$ cat src/hdl/brs_pkg.sv
// Shared constants and types for the board reset sequencer
`default_nettype none
package brs_pkg;

   localparam int unsigned NUM_DEV        = 8;

   // Target address on the management bus; value is arbitrary
   localparam logic [6:0]  I2C_ADDR       = 7'h31;

   // Register map
   localparam logic [7:0]  ISO_OFF        = 8'h0b;
   localparam logic [7:0]  DEVRST_OFF     = 8'h0c;
   localparam logic [7:0]  STATUS_OFF     = 8'h0d;
   localparam logic [7:0]  ISO_RST        = 8'h00;
   localparam logic [7:0]  DEVRST_RST     = 8'h00;
   localparam logic [7:0]  UNMAPPED_VAL   = 8'h00;
   localparam int unsigned ISO_BIT        = 0;

   // Status register fields
   localparam int unsigned STAT_PG_BIT    = 0;
   localparam int unsigned STAT_BOOT_BIT  = 1;
   localparam int unsigned STAT_READY_BIT = 2;
   localparam int unsigned STAT_RUN_BIT   = 3;

   // Pin synchroniser lanes and idle levels
   localparam int unsigned PIN_W          = 4;
   localparam int unsigned PIN_PG         = 0;
   localparam int unsigned PIN_BOOT       = 1;
   localparam int unsigned PIN_SCL        = 2;
   localparam int unsigned PIN_SDA        = 3;
   localparam logic [3:0]  PIN_RST        = 4'hc;

   localparam logic [3:0]  BYTE_BITS      = 4'h8;

   typedef struct packed {
      logic       en;
      logic [7:0] addr;
      logic [7:0] data;
   } brs_wr_t;

   typedef enum logic [1:0] {
      SEQ_WAIT_PWR = 2'h0,
      SEQ_READY    = 2'h1,
      SEQ_RUN      = 2'h2
   } brs_seq_t;

   typedef enum logic [3:0] {
      I2C_IDLE     = 4'h0,
      I2C_HDR      = 4'h1,
      I2C_ADDR_ACK = 4'h2,
      I2C_PTR      = 4'h3,
      I2C_PTR_ACK  = 4'h4,
      I2C_WR       = 4'h5,
      I2C_WR_ACK   = 4'h6,
      I2C_RD       = 4'h7,
      I2C_RD_ACK   = 4'h8
   } brs_i2c_st_t;

endpackage
`default_nettype wire

$ cat src/hdl/brs_top.sv
// Board reset sequencer with management bus target
`timescale 1ns/10ps
`default_nettype none
// Contract
// - Power good forwards board ready; all device resets stay asserted.
// - Boot release is passed on and device resets whose software reset bit is clear are released.
// - Each device has its own software reset bit.
// - Isolation bit set blocks the processor boot release signal.
// - An output continuously mirrors the isolation bit.
// - Isolation bit resets to zero so boot release passes by default.
// - Registers are reached as a target on the management serial bus.
module brs_top (
   input  wire logic                         clk,
   input  wire logic                         rst,
   input  wire logic                         power_good,
   input  wire logic                         boot_release,
   input  wire logic                         scl_in,
   input  wire logic                         sda_in,
   output logic                              sda_out,
   output logic                              sda_oe_n,
   output logic                              board_ready_signal,
   output logic                              boot_release_out,
   output logic                              iso_state,
   output logic [brs_pkg::NUM_DEV-1:0]       dev_rst_n
);

   logic [brs_pkg::PIN_W-1:0]  pin_f;
   logic                       pg_f;
   logic                       boot_f;
   logic                       scl;
   logic                       sda;
   logic [1:0]                 bus_p_q;
   logic                       rise;
   logic                       fall;
   logic                       start;
   logic                       stop;

   brs_pin_sync #(
      .W       (brs_pkg::PIN_W),
      .RST_VAL (brs_pkg::PIN_RST)
   ) u_sync (
      .clk   (clk),
      .rst   (rst),
      .din   ({sda_in, scl_in, boot_release, power_good}),
      .flt_q (pin_f)
   );

   assign pg_f   = pin_f[brs_pkg::PIN_PG];
   assign boot_f = pin_f[brs_pkg::PIN_BOOT];
   assign scl    = pin_f[brs_pkg::PIN_SCL];
   assign sda    = pin_f[brs_pkg::PIN_SDA];
   assign rise   = scl & ~bus_p_q[0];
   assign fall   = ~scl & bus_p_q[0];
   assign start  = scl & bus_p_q[0] & bus_p_q[1] & ~sda;
   assign stop   = scl & bus_p_q[0] & ~bus_p_q[1] & sda;

   // Bus target
   brs_pkg::brs_i2c_st_t st_q, st_d;
   logic [3:0]           cnt_q, cnt_d;
   logic [7:0]           sh_q, sh_d;
   logic [7:0]           tx_q, tx_d;
   logic [7:0]           ptr_q, ptr_d;
   logic                 rw_q, rw_d;
   logic                 oe_n_d;
   brs_pkg::brs_wr_t     wr_q, wr_d;
   logic [7:0]           rdata;

   always_comb begin
      st_d        = st_q;
      cnt_d       = cnt_q;
      sh_d        = sh_q;
      tx_d        = tx_q;
      ptr_d       = ptr_q;
      rw_d        = rw_q;
      oe_n_d      = sda_oe_n;
      wr_d        = '0;
      wr_d.addr   = ptr_q;
      wr_d.data   = sh_q;
      if (stop) begin
         st_d   = brs_pkg::I2C_IDLE;
         oe_n_d = 1'b1;
      end else if (start) begin
         st_d   = brs_pkg::I2C_HDR;
         cnt_d  = 4'h0;
         oe_n_d = 1'b1;
      end else begin
         if (rise) begin
            sh_d  = {sh_q[6:0], sda};
            cnt_d = cnt_q + 4'h1;
         end
         case (st_q)
            brs_pkg::I2C_HDR: begin
               if (fall && cnt_q == brs_pkg::BYTE_BITS) begin
                  if (sh_q[7:1] == brs_pkg::I2C_ADDR) begin
                     oe_n_d = 1'b0;
                     rw_d   = sh_q[0];
                     st_d   = brs_pkg::I2C_ADDR_ACK;
                  end else begin
                     st_d   = brs_pkg::I2C_IDLE;
                  end
               end
            end
            brs_pkg::I2C_ADDR_ACK: begin
               if (fall) begin
                  cnt_d = 4'h0;
                  if (rw_q) begin
                     tx_d   = rdata;
                     oe_n_d = rdata[7];
                     st_d   = brs_pkg::I2C_RD;
                  end else begin
                     oe_n_d = 1'b1;
                     st_d   = brs_pkg::I2C_PTR;
                  end
               end
            end
            brs_pkg::I2C_PTR: begin
               if (fall && cnt_q == brs_pkg::BYTE_BITS) begin
                  ptr_d  = sh_q;
                  oe_n_d = 1'b0;
                  st_d   = brs_pkg::I2C_PTR_ACK;
               end
            end
            brs_pkg::I2C_WR: begin
               if (fall && cnt_q == brs_pkg::BYTE_BITS) begin
                  wr_d.en = 1'b1;
                  oe_n_d  = 1'b0;
                  st_d    = brs_pkg::I2C_WR_ACK;
               end
            end
            brs_pkg::I2C_PTR_ACK, brs_pkg::I2C_WR_ACK: begin
               if (fall) begin
                  oe_n_d = 1'b1;
                  cnt_d  = 4'h0;
                  st_d   = brs_pkg::I2C_WR;
                  if (st_q == brs_pkg::I2C_WR_ACK) begin
                     ptr_d = ptr_q + 8'h01;
                  end
               end
            end
            brs_pkg::I2C_RD: begin
               if (fall) begin
                  if (cnt_q == brs_pkg::BYTE_BITS) begin
                     oe_n_d = 1'b1;
                     st_d   = brs_pkg::I2C_RD_ACK;
                  end else begin
                     tx_d   = {tx_q[6:0], 1'b0};
                     oe_n_d = tx_q[6];
                  end
               end
            end
            brs_pkg::I2C_RD_ACK: begin
               // Pointer moves at the ack rise so rdata is ready by the fall
               if (rise) begin
                  if (sda) begin
                     st_d = brs_pkg::I2C_IDLE;
                  end else begin
                     ptr_d = ptr_q + 8'h01;
                  end
               end else if (fall) begin
                  cnt_d  = 4'h0;
                  tx_d   = rdata;
                  oe_n_d = rdata[7];
                  st_d   = brs_pkg::I2C_RD;
               end
            end
            default: begin
               oe_n_d = 1'b1;
            end
         endcase
      end
   end

   always_ff @(posedge clk) begin
      if (rst) begin
         st_q     <= brs_pkg::I2C_IDLE;
         cnt_q    <= 4'h0;
         sh_q     <= 8'h00;
         tx_q     <= 8'h00;
         ptr_q    <= 8'h00;
         rw_q     <= 1'b0;
         sda_oe_n <= 1'b1;
         sda_out  <= 1'b0;
         wr_q     <= '0;
         bus_p_q  <= 2'h3;
      end else begin
         st_q     <= st_d;
         cnt_q    <= cnt_d;
         sh_q     <= sh_d;
         tx_q     <= tx_d;
         ptr_q    <= ptr_d;
         rw_q     <= rw_d;
         sda_oe_n <= oe_n_d;
         sda_out  <= 1'b0;
         wr_q     <= wr_d;
         bus_p_q  <= {sda, scl};
      end
   end

   // Registers
   logic [7:0]                 iso_q, iso_d;
   logic [brs_pkg::NUM_DEV-1:0] sw_q, sw_d;
   brs_pkg::brs_seq_t          seq_q, seq_d;

   always_comb begin
      iso_d = iso_q;
      sw_d  = sw_q;
      if (wr_q.en && wr_q.addr == brs_pkg::ISO_OFF) begin
         iso_d = wr_q.data;
      end
      if (wr_q.en && wr_q.addr == brs_pkg::DEVRST_OFF) begin
         sw_d = wr_q.data[brs_pkg::NUM_DEV-1:0];
      end
      rdata = brs_pkg::UNMAPPED_VAL;
      case (ptr_q)
         brs_pkg::ISO_OFF:    rdata = iso_q;
         brs_pkg::DEVRST_OFF: rdata = sw_q;
         brs_pkg::STATUS_OFF: begin
            rdata[brs_pkg::STAT_PG_BIT]    = pg_f;
            rdata[brs_pkg::STAT_BOOT_BIT]  = boot_f;
            rdata[brs_pkg::STAT_READY_BIT] = board_ready_signal;
            rdata[brs_pkg::STAT_RUN_BIT]   = boot_release_out;
         end
         default:             rdata = brs_pkg::UNMAPPED_VAL;
      endcase
   end

   // Sequencer
   logic                        boot_eff;
   logic                        pass_d;
   logic                        ready_d;
   logic [brs_pkg::NUM_DEV-1:0] dev_d;

   always_comb begin
      // Isolation freezes the passed level so processor self-resets stay local
      boot_eff = iso_q[brs_pkg::ISO_BIT] ? boot_release_out : boot_f;
      seq_d    = seq_q;
      if (!pg_f) begin
         seq_d = brs_pkg::SEQ_WAIT_PWR;
      end else begin
         case (seq_q)
            brs_pkg::SEQ_WAIT_PWR: seq_d = brs_pkg::SEQ_READY;
            brs_pkg::SEQ_READY:    if (boot_eff) seq_d = brs_pkg::SEQ_RUN;
            brs_pkg::SEQ_RUN:      if (!boot_eff) seq_d = brs_pkg::SEQ_READY;
            default:               seq_d = brs_pkg::SEQ_WAIT_PWR;
         endcase
      end
      ready_d = (seq_d != brs_pkg::SEQ_WAIT_PWR);
      pass_d  = (seq_d == brs_pkg::SEQ_RUN);
   end

   for (genvar i = 0; i < brs_pkg::NUM_DEV; i++) begin : g_dev
      assign dev_d[i] = ~(sw_q[i] | ~pass_d);
   end

   always_ff @(posedge clk) begin
      if (rst) begin
         iso_q              <= brs_pkg::ISO_RST;
         sw_q               <= brs_pkg::DEVRST_RST[brs_pkg::NUM_DEV-1:0];
         seq_q              <= brs_pkg::SEQ_WAIT_PWR;
         board_ready_signal <= 1'b0;
         boot_release_out   <= 1'b0;
         iso_state          <= 1'b0;
         dev_rst_n          <= '0;
      end else begin
         iso_q              <= iso_d;
         sw_q               <= sw_d;
         seq_q              <= seq_d;
         board_ready_signal <= ready_d;
         boot_release_out   <= pass_d;
         iso_state          <= iso_d[brs_pkg::ISO_BIT];
         dev_rst_n          <= dev_d;
      end
   end
endmodule
`default_nettype wire

$ cat src/hdl/brs_pin_sync.sv
// Three-stage pin synchroniser with agreement filter
`timescale 1ns/10ps
`default_nettype none
module brs_pin_sync #(
   parameter int unsigned         W       = 1,
   parameter logic [W-1:0]        RST_VAL = '0
) (
   input  wire logic              clk,
   input  wire logic              rst,
   input  wire logic [W-1:0]      din,
   output logic      [W-1:0]      flt_q
);

   logic [W-1:0] s1_q;
   logic [W-1:0] s2_q;
   logic [W-1:0] s3_q;
   logic [W-1:0] flt_d;

   // Level moves only once stages two and three agree
   always_comb begin
      flt_d = (s2_q & s3_q) | (flt_q & (s2_q | s3_q));
   end

   always_ff @(posedge clk) begin
      if (rst) begin
         s1_q  <= RST_VAL;
         s2_q  <= RST_VAL;
         s3_q  <= RST_VAL;
         flt_q <= RST_VAL;
      end else begin
         s1_q  <= din;
         s2_q  <= s1_q;
         s3_q  <= s2_q;
         flt_q <= flt_d;
      end
   end
endmodule
`default_nettype wire

$ cat config.mk
export PLATFORM = sky130hd
export DESIGN_NAME = brs_top
export DESIGN_NICKNAME = d
export VERILOG_FILES = /design/src/hdl/brs_pkg.sv /design/src/hdl/brs_top.sv /design/src/hdl/brs_pin_sync.sv
export SDC_FILE = /design/constraint.sdc
export NUM_CORES = 1
export LEC_CHECK = 0
export BUFFER_PORTS_ARGS = -buffer_cell sky130_fd_sc_hd__buf_2
export CELL_PAD_IN_SITES_DETAIL_PLACEMENT = 2
export CELL_PAD_IN_SITES_GLOBAL_PLACEMENT = 2
export CORE_ASPECT_RATIO = 2
export CORE_MARGIN = 2
export CORE_UTILIZATION = 29
export CTS_BUF_LIST = sky130_fd_sc_hd__clkbuf_8
export DETAILED_ROUTE_END_ITERATION = 10
export GPL_TIMING_DRIVEN = 0
export HOLD_SLACK_MARGIN = 0.12
export PLACE_DENSITY = 0.6
export SLEW_MARGIN = 20
export SYNTH_ARGS = -nofsm -noshare
export SYNTH_HDL_FRONTEND = slang
export SYNTH_HIERARCHICAL = 1
export SYNTH_SLANG_ARGS = --single-unit
$ cat constraint.sdc
create_clock -name clk -period 2.2 [get_ports clk]
set_input_delay 0.33 -clock clk [delete_from_list [all_inputs] [get_ports clk]]
set_output_delay 0.33 -clock clk [all_outputs]
set_load 0.01 [all_outputs]
# Word level (Yosys, flattened, before mapping)
# Index checks and enable logic that the tools add are counted.
# classes
n_addsub	2
multipliers	0
div	0
n_lt_le_gt_ge	0
n_eq_ne	45
n_shift	0
muxes	51
n_bitwise	35
n_reduce_logical	22
# ops
op	n
$mux 4	14
$mux 7	6
$eq 8x4->1 const B	5
$mux 8	5
$ne 2x2->1 const B	15
$pmux 4 s7	1
$ne 3x3->1 const B	8
$pmux 8 s3	1
$pmux 7 s3	1
$reduce_and 10->1	2
$eq 4x3->1 const B	4
$not 1->1	16
$pmux 4 s2	2
$reduce_and 8->1	2
$mux 1	13
$pmux 4 s3	1
$reduce_and 9->1	1
$add 8x1->8 const B	1
$and 4x4->4	2
$eq 4x2->1 const B	2
$eq 4x4->1 const B	2
$mux 2	4
$or 1x1->1	8
$or 4x4->4	2
other kinds (24)	37
# totals
ff_bits	96
latch_bits	0
mem_bits_rw	0
mem_bits_ro	0
inputBits	6
out_inout_bits	13
elab_cells	178
mem_count	0

# Longest topological paths before layout
# Gate-level depths: netlist (run 1).
# logic_depth
depth_word	8
mapped_depth	9
depth_no_buf	7

# Modules after synthesis
# The synthesis (run 1) kept the hierarchy.
# by_module_without_submodules
module	n_inst	cells_per_inst	area_per_inst_um2	seq_area_each_um2
brs_top	1	414	3694.8	1601.5
brs_pin_sync	1	41	481.7	320.3

# Least setup slack after synthesis (run 1)
# No wires, ideal clock.
# synth_timing
path_type	reg-to-reg
from	register st_q[2]
to	register st_q[0]
setup_time_ns	0.080
t_arrival_ns	1.971
t_required_ns	2.120
path_slack_ns	0.149
path_stages_with_launch	8
path_buffers	2
period_less_slack_ns	2.051
path_cell_list	dfxtp_1 buf_6 or4b_4 buf_6 o32ai_2 o21ai_2 o32a_1 a211oi_2
# synth_between
elab_chain_cells	4
word_cells_on_any_way	22
classes_between	17 x eq/ne; 2 x mux; 3 x reduce/logical
# synth_rtl
item	line_no	source
from (decl)	brs_top.sv:58	brs_pkg::brs_i2c_st_t st_q, st_d;
from (signal assigned)	brs_top.sv:175	st_q <= brs_pkg::I2C_IDLE;
from (signal assigned)	brs_top.sv:186	st_q <= st_d;
$eq 4x3->1	brs_top.sv:91	case (st_q)
$reduce_or 2->1	brs_top.sv:91	
$reduce_bool 8->1 (no line), or another cell as far along	n/a	
$reduce_and 10->1 (no line) or $mux 1 (tied branches)	n/a	
# Parallel ways exist; a longest one is shown, timed or not.
# A chain may end at the register's enable or synchronous reset.

# Worst setup path after layout (run 1)
# Same ends and word-level chain as after synthesis.

==> results of run 1 <==
## final cells by class
type | instances | area [um2] | share of cell area, %
Timing Repair Buffer | 26 | 158 | 3.22
Inverter | 18 | 67.6 | 1.38
Buffer | 25 | 139 | 2.84
Clock buffer | 10 | 138 | 2.81
Tap cell | 192 | 240 | 4.91
Multi-Input combinational cell | 313 | 2140 | 43.7
Sequential cell | 96 | 1930 | 39.4
Clock inverter | 6 | 83.8 | 1.71
## layout by cell type, fill, tap and decap left out, types with 6 or more instances in the layout
master    synthesis  final
a211oi_1         13     12
a21oi_1          21     21
a31oi_1          10     10
and2b_2           6      6
buf_2             4     18
buf_4             1      9
clkbuf_1         17     11
clkbuf_8          0     10
dfxtp_1          96     92
ha_1              8      7
inv_1            18     18
mux2i_1          28     28
nand2_1          26     25
nand2b_1          8      8
nand3_1           7      6
nor2_1           55     55
nor2b_1          18     16
nor3_1           12     12
or2_1             7      6
## state kept, by name, summed over array words and instances, names as in the netlist, 7 cells and up
name       count
sw_q           8
sh_q           8
iso_q          7
ptr_q          8
dev_rst_n      8
tx_q           7
wr_q          17
## through the flow
step                setup slack, ns  setup TNS [ns]  cell area, um2  power (mW)
detailed placement           -0.611           -7.33            4500        2.32
global route                0.00297               0            4890        3.81
CTS                          0.0149               0            4820        3.66
global placement             -0.564           -6.09            4500        2.31
floorplan                     0.149               0            4180        2.17
finish                       0.0771               0            4890        3.62
## timing repair
action	4_1_cts	5_1_grt
setup endpoints to repair	24	30
setup buffers	4	3
hold buffers	2	0
gates cloned	0	0
resized for setup	11	20
hold endpoints to repair	2	0
pin swaps	3	7
## power by group
| group | total, mW | switching, mW | internal (mW) |
|---|---|---|---|
| sequential | 1.81 | 0.0306 | 1.78 |
| clock | 1.28 | 0.692 | 0.585 |
| combinational | 0.535 | 0.330 | 0.205 |
## logic make-up (layout without fill, tap and decap cells)
| group | count (synthesis) | count (layout) | synth area share [%] |
|---|---|---|---|
| AOI/OAI and AO/OA | 95 | 95 | 16.1 |
| and+or+nand+nor | 176 | 176 | 22.7 |
| DFF | 96 | 96 | 46.0 |
| other | 1 | 1 | 0.0898 |
| adders and majority gates | 9 | 9 | 2.64 |
| buffers and inverters | 46 | 85 | 4.88 |
| muxes | 29 | 29 | 6.98 |
| xor gates and xnor gates | 3 | 3 | 0.629 |
## worst paths after layout
check | startpoint | endpoint | slack (ns) | cells after the start
setup / recovery | st_q[2] | st_q[0] | 0.08 | 7
hold / removal | boot_release | u_sync/s1_q[1] | 0.18 | 2
setup reg to reg | st_q[2] | st_q[0] | 0.08 | 7
hold reg to reg | u_sync/s1_q[2] | u_sync/s2_q[2] | 0.42 | 1
## metal layers
layer	global-route usage, %	vias up	wire, um
met3	2.57	10	183
li1	-	1672	-
met5	0	-	0
met4	5.11	0	180
met2	27.9	32	6160
met1	22.9	1716	5700
==> flow_summary.json, run 1 <==
{
  "status": "finished clean",
  "die_width_um": 88.9,
  "synth_top_cells_by_count": "96 x dfxtp_1, 55 x nor2_1, 28 x mux2i_1",
  "synth_area_mm2": 0.00418,
  "gp_congestion": 0.742,
  "layout.nets": 503,
  "num-fill-cells": 1627,
  "post-route-min-period_ns": 2.12,
  "setup_violations": 0,
  "drive_above_1_share_pct": 16.8,
  "drt_iter0_drc": 122,
  "p_leak_nw": 1.98,
  "drt_wl_total_um": 12200,
  "syn_inst": 455,
  "critPathCaptureType": "register",
  "vias": 3430,
  "core_mm2": 0.0142,
  "synth.avg_cell_area_um2": 9.18,
  "synth_largest_area_cell": "dfxtp_1",
  "synth.most_common_cell": "dfxtp_1",
  "ys_seq_area_share_pct": 46.0,
  "synthDistinctLibCells": 68,
  "min_path_type": "input pin to register",
  "grt_max_degree": 19,
  "grt_antenna_before_repair": 0,
  "die_h_um": 174,
  "async_flop_share_pct": 0,
  "max_freq_mhz": 471,
  "grt_usage_pct": 17.1,
  "wire_per_inst_um": 17.8,
  "crit_chain": "buf_6, or4b_4, buf_6, o32ai_4, o21ai_4, o32a_1, a211oi_2",
  "ant_nets": 0,
  "synthFlopType": "dfxtp_1",
  "cts_tree": "yes",
  "numPlacedInstances": 664,
  "rows": 62,
  "clock_path_buffers": 2,
  "drt-pass1-iter-count": 4,
  "path_clk_slew_ns": 0.11,
  "crit_buf_inv": 2,
  "clockRootBuffer": "clkbuf_8",
  "cts_buffers": 9,
  "path_class": "register to register",
  "path_common_cell": "buf_6",
  "syn-num-nets": 469,
  "fin_crit_sh_pct": 96.5,
  "ys_ff_latch": 96,
  "hold_viol_final": 0,
  "clock_latency_ns": 0.37,
  "cp_slowest_stage_delay_ns": 0.51,
  "synth.area.top_cells": "dfxtp_1 46%, mux2i_1 6.7%, nor2_1 4.9%",
  "cellPowerDensity_mw_per_mm2": 740,
  "rsz0062_at_grt": "no",
  "critPathArrivalTime_ns": 2.41,
  "ir_drop_uv": 389,
  "diodes": 0,
  "die_area_mm2": 0.0154,
  "cp.required_ns": 2.49,
  "crit_family": "compound AO/OA/AOI/OAI gates",
  "cp_slowest_cell": "or4b_4",
  "finClkSkew_ns": 0.0122,
  "timing.slew.headroom_pct": 52.8,
  "start_kind": "register",
  "synth-edff-count": 0,
  "max_cap_viol_count": 0,
  "numClockSinks": 96,
  "port_buffers": 17,
  "yosysWarnings": 6,
  "grt_pass1_vias": 3697,
  "critPathMaxFanout": 9,
  "post-route-util_pct": 34.5,
  "instances_no_fill": 686,
  "grt-ovfl-total": 0,
  "via_per_inst": 5.00,
  "synthDominantCellAreaShare_pct": 46.0,
  "hold_slack_ns": 0.176,
  "syn_to_final_growth_pct": 17.2,
  "htreeDepth": 3,
  "drv_slew": 0,
  "drcViolationCount": 0,
  "start_util_pct": 29.4,
  "pin_count": 19,
  "dp_hpwl_um": 8900,
  "grt_pass1_wl_um": 20100,
  "tightest_slew_ns": 0.707
}
No activity file was read; power rests on OpenSTA's default activity.
==> run 2: changes to the inputs <==
Settings changed: PLACE_DENSITY 0.6 to 0.65, SYNTH_HIERARCHICAL 1 to default.
==> flow_summary.json, run 2 <==
{
  "critPathArrivalTime_ns": 2.36,
  "numPlacedInstances": 681,
  "synth_largest_area_cell": "dfxtp_1",
  "dp_hpwl_um": 10600,
  "vias": 3604,
  "regMostFlops": "wr_q",
  "final_cell_mix": "95 x dfxtp_1, 54 x nor2_1, 35 x nand2_1",
  "instances_no_fill": 702,
  "ys_seq_area_share_pct": 45.7,
  "syn_inst": 473,
  "synth_top_cells_by_count": "96 x dfxtp_1, 55 x nor2_1, 35 x nand2_1",
  "core_mm2": 0.0143,
  "yosysWarnings": 0,
  "layout.nets": 519,
  "cp.required_ns": 2.45,
  "synthFlopType": "dfxtp_1",
  "synth_area_mm2": 0.00420,
  "numClockSinks": 96,
  "grt_antenna_before_repair": 0,
  "status": "finished clean",
  "synth.area.top_cells": "dfxtp_1 46%, mux2i_1 6.7%, nor2_1 4.9%",
  "grt_pass1_vias": 3997,
  "drt-pass1-iter-count": 4,
  "wire_per_inst_um": 19.3,
  "synth.mux.area_fraction_pct": 6.67,
  "ir_drop_uv": 287,
  "critPathCaptureType": "register",
  "start_kind": "register",
  "die_h_um": 174,
  "min_path_type": "input pin to register",
  "synth.most_common_cell": "dfxtp_1",
  "post-route-min-period_ns": 2.11,
  "final_common_cell": "dfxtp_1",
  "clock_path_buffers": 2,
  "drcViolationCount": 0,
  "synth-edff-count": 0,
  "totalPowerFinal_mw": 3.17,
  "synthDominantCellAreaShare_pct": 45.7,
  "rows": 62,
  "diodes": 0,
  "critPathMaxFanout": 10,
  "port_buffers": 16,
  "synthDistinctLibCells": 63,
  "path_class": "register to register",
  "cellPowerDensity_mw_per_mm2": 648,
  "grt_usage_pct": 18.5,
  "synth.avg_cell_area_um2": 8.89,
  "hold_viol_final": 0,
  "postPlaceCellArea_mm2": 0.00452,
  "grt-ovfl-total": 0,
  "timing.slew.headroom_pct": 51.5,
  "finClkSkew_ns": 0.0118,
  "finalInstanceArea_mm2": 0.00488,
  "drt_wl_total_um": 13600,
  "max_cap_viol_count": 0,
  "async_flop_share_pct": 0,
  "synth_top_family_by_area": "simple AND/OR/NAND/NOR gates",
  "tns_ns": 0,
  "grt_pass1_wl_um": 21600,
  "synthSimpleGateAreaFrac_pct": 24.7,
  "htreeDepth": 3,
  "path_clk_slew_ns": 0.09,
  "die_area_mm2": 0.0155,
  "gp_congestion": 0.797,
  "synth_xor_area_share_pct": 0.208,
  "synthAdderAreaFrac_pct": 2.38,
  "drv_slew": 0,
  "ant_nets": 0,
  "clock_latency_ns": 0.38,
  "synth-compound-area-share_pct": 16.3,
  "cts_tree": "yes",
  "die_width_um": 89.1,
  "max_freq_mhz": 474,
  "syn_to_final_growth_pct": 16.1,
  "hold_slack_ns": 0.153,
  "drive_above_1_share_pct": 14.9,
  "via_per_inst": 5.13,
  "cts_buffers": 9,
  "syn-num-nets": 487,
  "fin_crit_sh_pct": 95.9,
  "tightest_slew_ns": 0.720,
  "clockRootBuffer": "clkbuf_8",
  "pin_count": 19,
  "p_leak_nw": 1.98,
  "setup_violations": 0,
  "largest_reg_flops": 17,
  "start_util_pct": 29.5,
  "ys_ff_latch": 96,
  "drt_iter0_drc": 100,
  "grt_max_degree": 16
}
==> run 2: logic make-up after synthesis <==
| group | Yosys count |
|---|---|
| other | 1 |
| AND/OR/NAND/NOR | 196 |
| flip-flops | 96 |
| AO/OA/AOI/OAI | 104 |
| XOR/XNOR | 1 |
| adder cells (fa/ha/maj) | 8 |
| multiplexers | 28 |
| buffers and inverters | 39 |
==> run 2: repair_timing <==
action,CTS,global route
buffers inserted,1,2
endpoints found under the setup margin,24,26
endpoints found under the hold margin,2,0
pin swaps,1,4
hold buffers,2,0
resized for setup,9,18
==> run 2: layout make-up <==
cell class | instances | area (um2)
fill | 1681 | 9390
sequential | 96 | 1920
buffer | 27 | 134
inverter | 12 | 45.0
tap | 192 | 240
clock inverter | 5 | 80.1
clock buffer | 11 | 151
multi-input combinational | 338 | 2190
timing repair buffer | 21 | 123
==> run 2: stage by stage <==
step	util, %	worst slack [ns]
6_report	34.2	0.0899
5_1_grt	34.2	-0.0306
4_1_cts	33.7	0.00724
3_5_place_dp	31.7	-0.286
3_3_place_gp	31.7	-0.254
2_1_floorplan	-	0.332
==> run 2: worst max-delay path, cell delays in order, from the launching register on <==
cell      delay, ns
dfxtp_1        0.37
inv_1          0.09
ha_1           0.19
buf_6          0.15
nand4b_1       0.22
o211ai_2       0.27
buf_4          0.15
o311ai_2       0.21
o21ai_0        0.23
o21ai_0        0.10
==> run 2: layer usage <==
layer	track usage [%]	wire [um]
met1	17.0	4640
met2	36.5	8140
met3	2.66	217
met4	9.70	577
met5	0	0
==> run 2: path summary, 6_finish.rpt <==
check	start	end	slack [ns]	depth (start not counted)
setup / recovery	u_sync.flt_q[2]	ptr_q[7]	0.09	9
hold / removal	boot_release	u_sync.s1_q[1]	0.15	2
setup reg to reg	u_sync.flt_q[2]	ptr_q[7]	0.09	9
hold reg to reg	u_sync.s1_q[3]	u_sync.s2_q[3]	0.42	1
==> run 2: power breakdown <==
group / leakage, nW / internal, mW / switching [mW] / total, mW
Sequential: 0.776 / 1.75 / 0.00439 / 1.75
Clock: 0.117 / 0.701 / 0.652 / 1.35
Combinational: 1.08 / 0.0185 / 0.0443 / 0.0628
==> run 3: changes to the inputs <==
Settings changed: GPL_TIMING_DRIVEN 0 to default, SYNTH_HIERARCHICAL from default to 1.
==> flow_summary.json, run 3 (synthesis results as in run 1) <==
{
  "crit_buf_inv": 0,
  "setup_violations": 0,
  "max_cap_viol_count": 0,
  "rsz0062_at_grt": "no",
  "drt_iter0_drc": 137,
  "p_clk_share_pct": 33.8,
  "layout.nets": 497,
  "cp_slowest_cell": "or4b_4",
  "timing.slew.headroom_pct": 64.8,
  "core_mm2": 0.0142,
  "via_per_inst": 4.98,
  "r2r_slack_ns": 0.11,
  "path_clk_slew_ns": 0.10,
  "sw_frac_of_total_pct": 28.3,
  "die_area_mm2": 0.0154,
  "p_int_mw": 2.49,
  "reg2regPathDepth": 5,
  "min_path_type": "input pin to register",
  "syn_to_final_growth_pct": 14.6,
  "fin_crit_sh_pct": 95.2,
  "clock_path_buffers": 2,
  "cts_tree": "yes",
  "port_buffers": 17,
  "grt_usage_pct": 15.6,
  "critPathArrivalTime_ns": 2.39,
  "grt_antenna_before_repair": 0,
  "multi_input_area_mm2": 0.00205,
  "cellPowerDensity_mw_per_mm2": 726,
  "grt_pass1_wl_um": 18800,
  "power.switching_uw": 982,
  "power_frac_seq_pct": 52.5,
  "setup_slack_ns": 0.106,
  "instances_no_fill": 679,
  "cts_setup_buffers": 0,
  "clock_latency_ns": 0.37,
  "drcViolationCount": 0,
  "totalPowerFinal_mw": 3.47,
  "critPathCaptureType": "register",
  "cp.required_ns": 2.49,
  "start_util_pct": 29.4,
  "pin_count": 19,
  "comb_power_share_pct": 13.7,
  "wire_per_inst_um": 16.7,
  "regMostFlops": "wr_q",
  "drv_slew": 0,
  "worstReg2RegStart": "st_q[1]",
  "vias": 3381,
  "clockRootBuffer": "clkbuf_8",
  "cp_slowest_stage_delay_ns": 0.61,
  "num-fill-cells": 1639,
  "htreeDepth": 3,
  "rows": 62,
  "crit_chain": "or4b_4, o32ai_2, o21ai_2, o32a_1, a211oi_2",
  "die_width_um": 88.9,
  "final_cell_mix": "95 x dfxtp_1, 55 x nor2_1, 28 x mux2i_1",
  "ant_nets": 0,
  "place_ws_ns": 0.109,
  "grt_pass1_vias": 3563,
  "post-route-min-period_ns": 2.09,
  "holdPathStages": 2,
  "numClockSinks": 96,
  "path_class": "register to register",
  "critPathMaxFanout": 13,
  "p_leak_nw": 1.99,
  "finClkSkew_ns": 0.0107,
  "seqCellArea_mm2": 0.00192,
  "r2r_end": "st_q[0]",
  "max_freq_mhz": 478,
  "drive_above_1_share_pct": 15.6,
  "post-route-util_pct": 33.7,
  "crit_family": "compound AO/OA/AOI/OAI gates",
  "grt-ovfl-total": 0,
  "gp_congestion": 0.777,
  "die_h_um": 174,
  "drt_wl_total_um": 11300,
  "tns_ns": 0,
  "grt_max_degree": 48,
  "diodes": 0,
  "start_kind": "register",
  "final_common_cell": "dfxtp_1",
  "largest_reg_flops": 17,
  "dp_hpwl_um": 8310,
  "status": "finished clean",
  "hold_viol_final": 0,
  "min_to": "u_sync/s1_q[1]",
  "numPlacedInstances": 662,
  "tightest_slew_ns": 0.529,
  "cts_buffers": 9,
  "ir_drop_uv": 388,
  "hp-start": "boot_release",
  "drt-pass1-iter-count": 4
}
[run 3: changes by cell type in the layout (fill, tap and decap cells not counted), moves of 7 or more]
cell,change
buf_4,+21
o21ai_0,-18
clkbuf_1,-12
nand2_1,-9
nor2b_1,-9
a211oi_1,+8
or2_1,+7
or2_2,-7
[run 3: cell type report]
| type | count | share of cell area (%) |
|---|---|---|
| clock buffer | 9 | 2.59 |
| clock inverter | 6 | 1.41 |
| inverter | 18 | 1.41 |
| multi-input combinational | 313 | 42.8 |
| sequential | 96 | 40.2 |
| tap | 192 | 5.02 |
| timing repair buffer | 45 | 6.54 |
[run 3: power groups by stage]
stage | Combinational [mW] | Clock [mW] | Sequential [mW]
floorplan | 0.334 | 0 | 1.84
global placement | 0.465 | 0 | 1.86
detailed placement | 0.478 | 0 | 1.86
CTS | 0.486 | 1.23 | 1.82
global route | 0.527 | 1.30 | 1.83
finish | 0.477 | 1.17 | 1.82
[run 3: worst max path at each step]
stage,start,endpoint,slack (ns),depth (start not counted)
6_report,st_q[1],st_q[0],0.11,5
5_1_grt,st_q[1],st_q[0],0.002,5
4_1_cts,st_q[1],st_q[0],0.08,5
3_5_place_dp,st_q[1],st_q[0],0.11,5
3_3_place_gp,st_q[1],st_q[0],0.18,5
2_1_floorplan,st_q[2],st_q[0],0.15,7
[run 3: routing by layer]
layer / wire [um] / vias up / global-route usage (%)
li1: - / 1651 / -
met1: 5310 / 1698 / 20.8
met2: 5720 / 21 / 25.9
met3: 158 / 11 / 2.29
met4: 125 / 0 / 4.17
met5: 0 / - / 0
[run 3: repair_timing]
item / 4_1_cts / 5_1_grt
resized for setup: 0 / 1
endpoints found under the setup margin: 0 / 1
hold buffers: 2 / 0
hold endpoints to repair: 2 / 0
[run 3: metrics by stage]
step | hold slack [ns] | area [um2]
after floorplan | 0.383 | 4180
after detailed placement | 0.395 | 4570
final | 0.178 | 4790
after global routing | 0.169 | 4790
after CTS | 0.154 | 4780
after global placement | 0.388 | 4570
[run 3: worst reg2reg max path, stage by stage, from the launching register on]
cell	delay, ns
dfxtp_1	0.46
or4b_4	0.61
o32ai_2	0.29
o21ai_2	0.10
o32a_1	0.35
a211oi_2	0.22
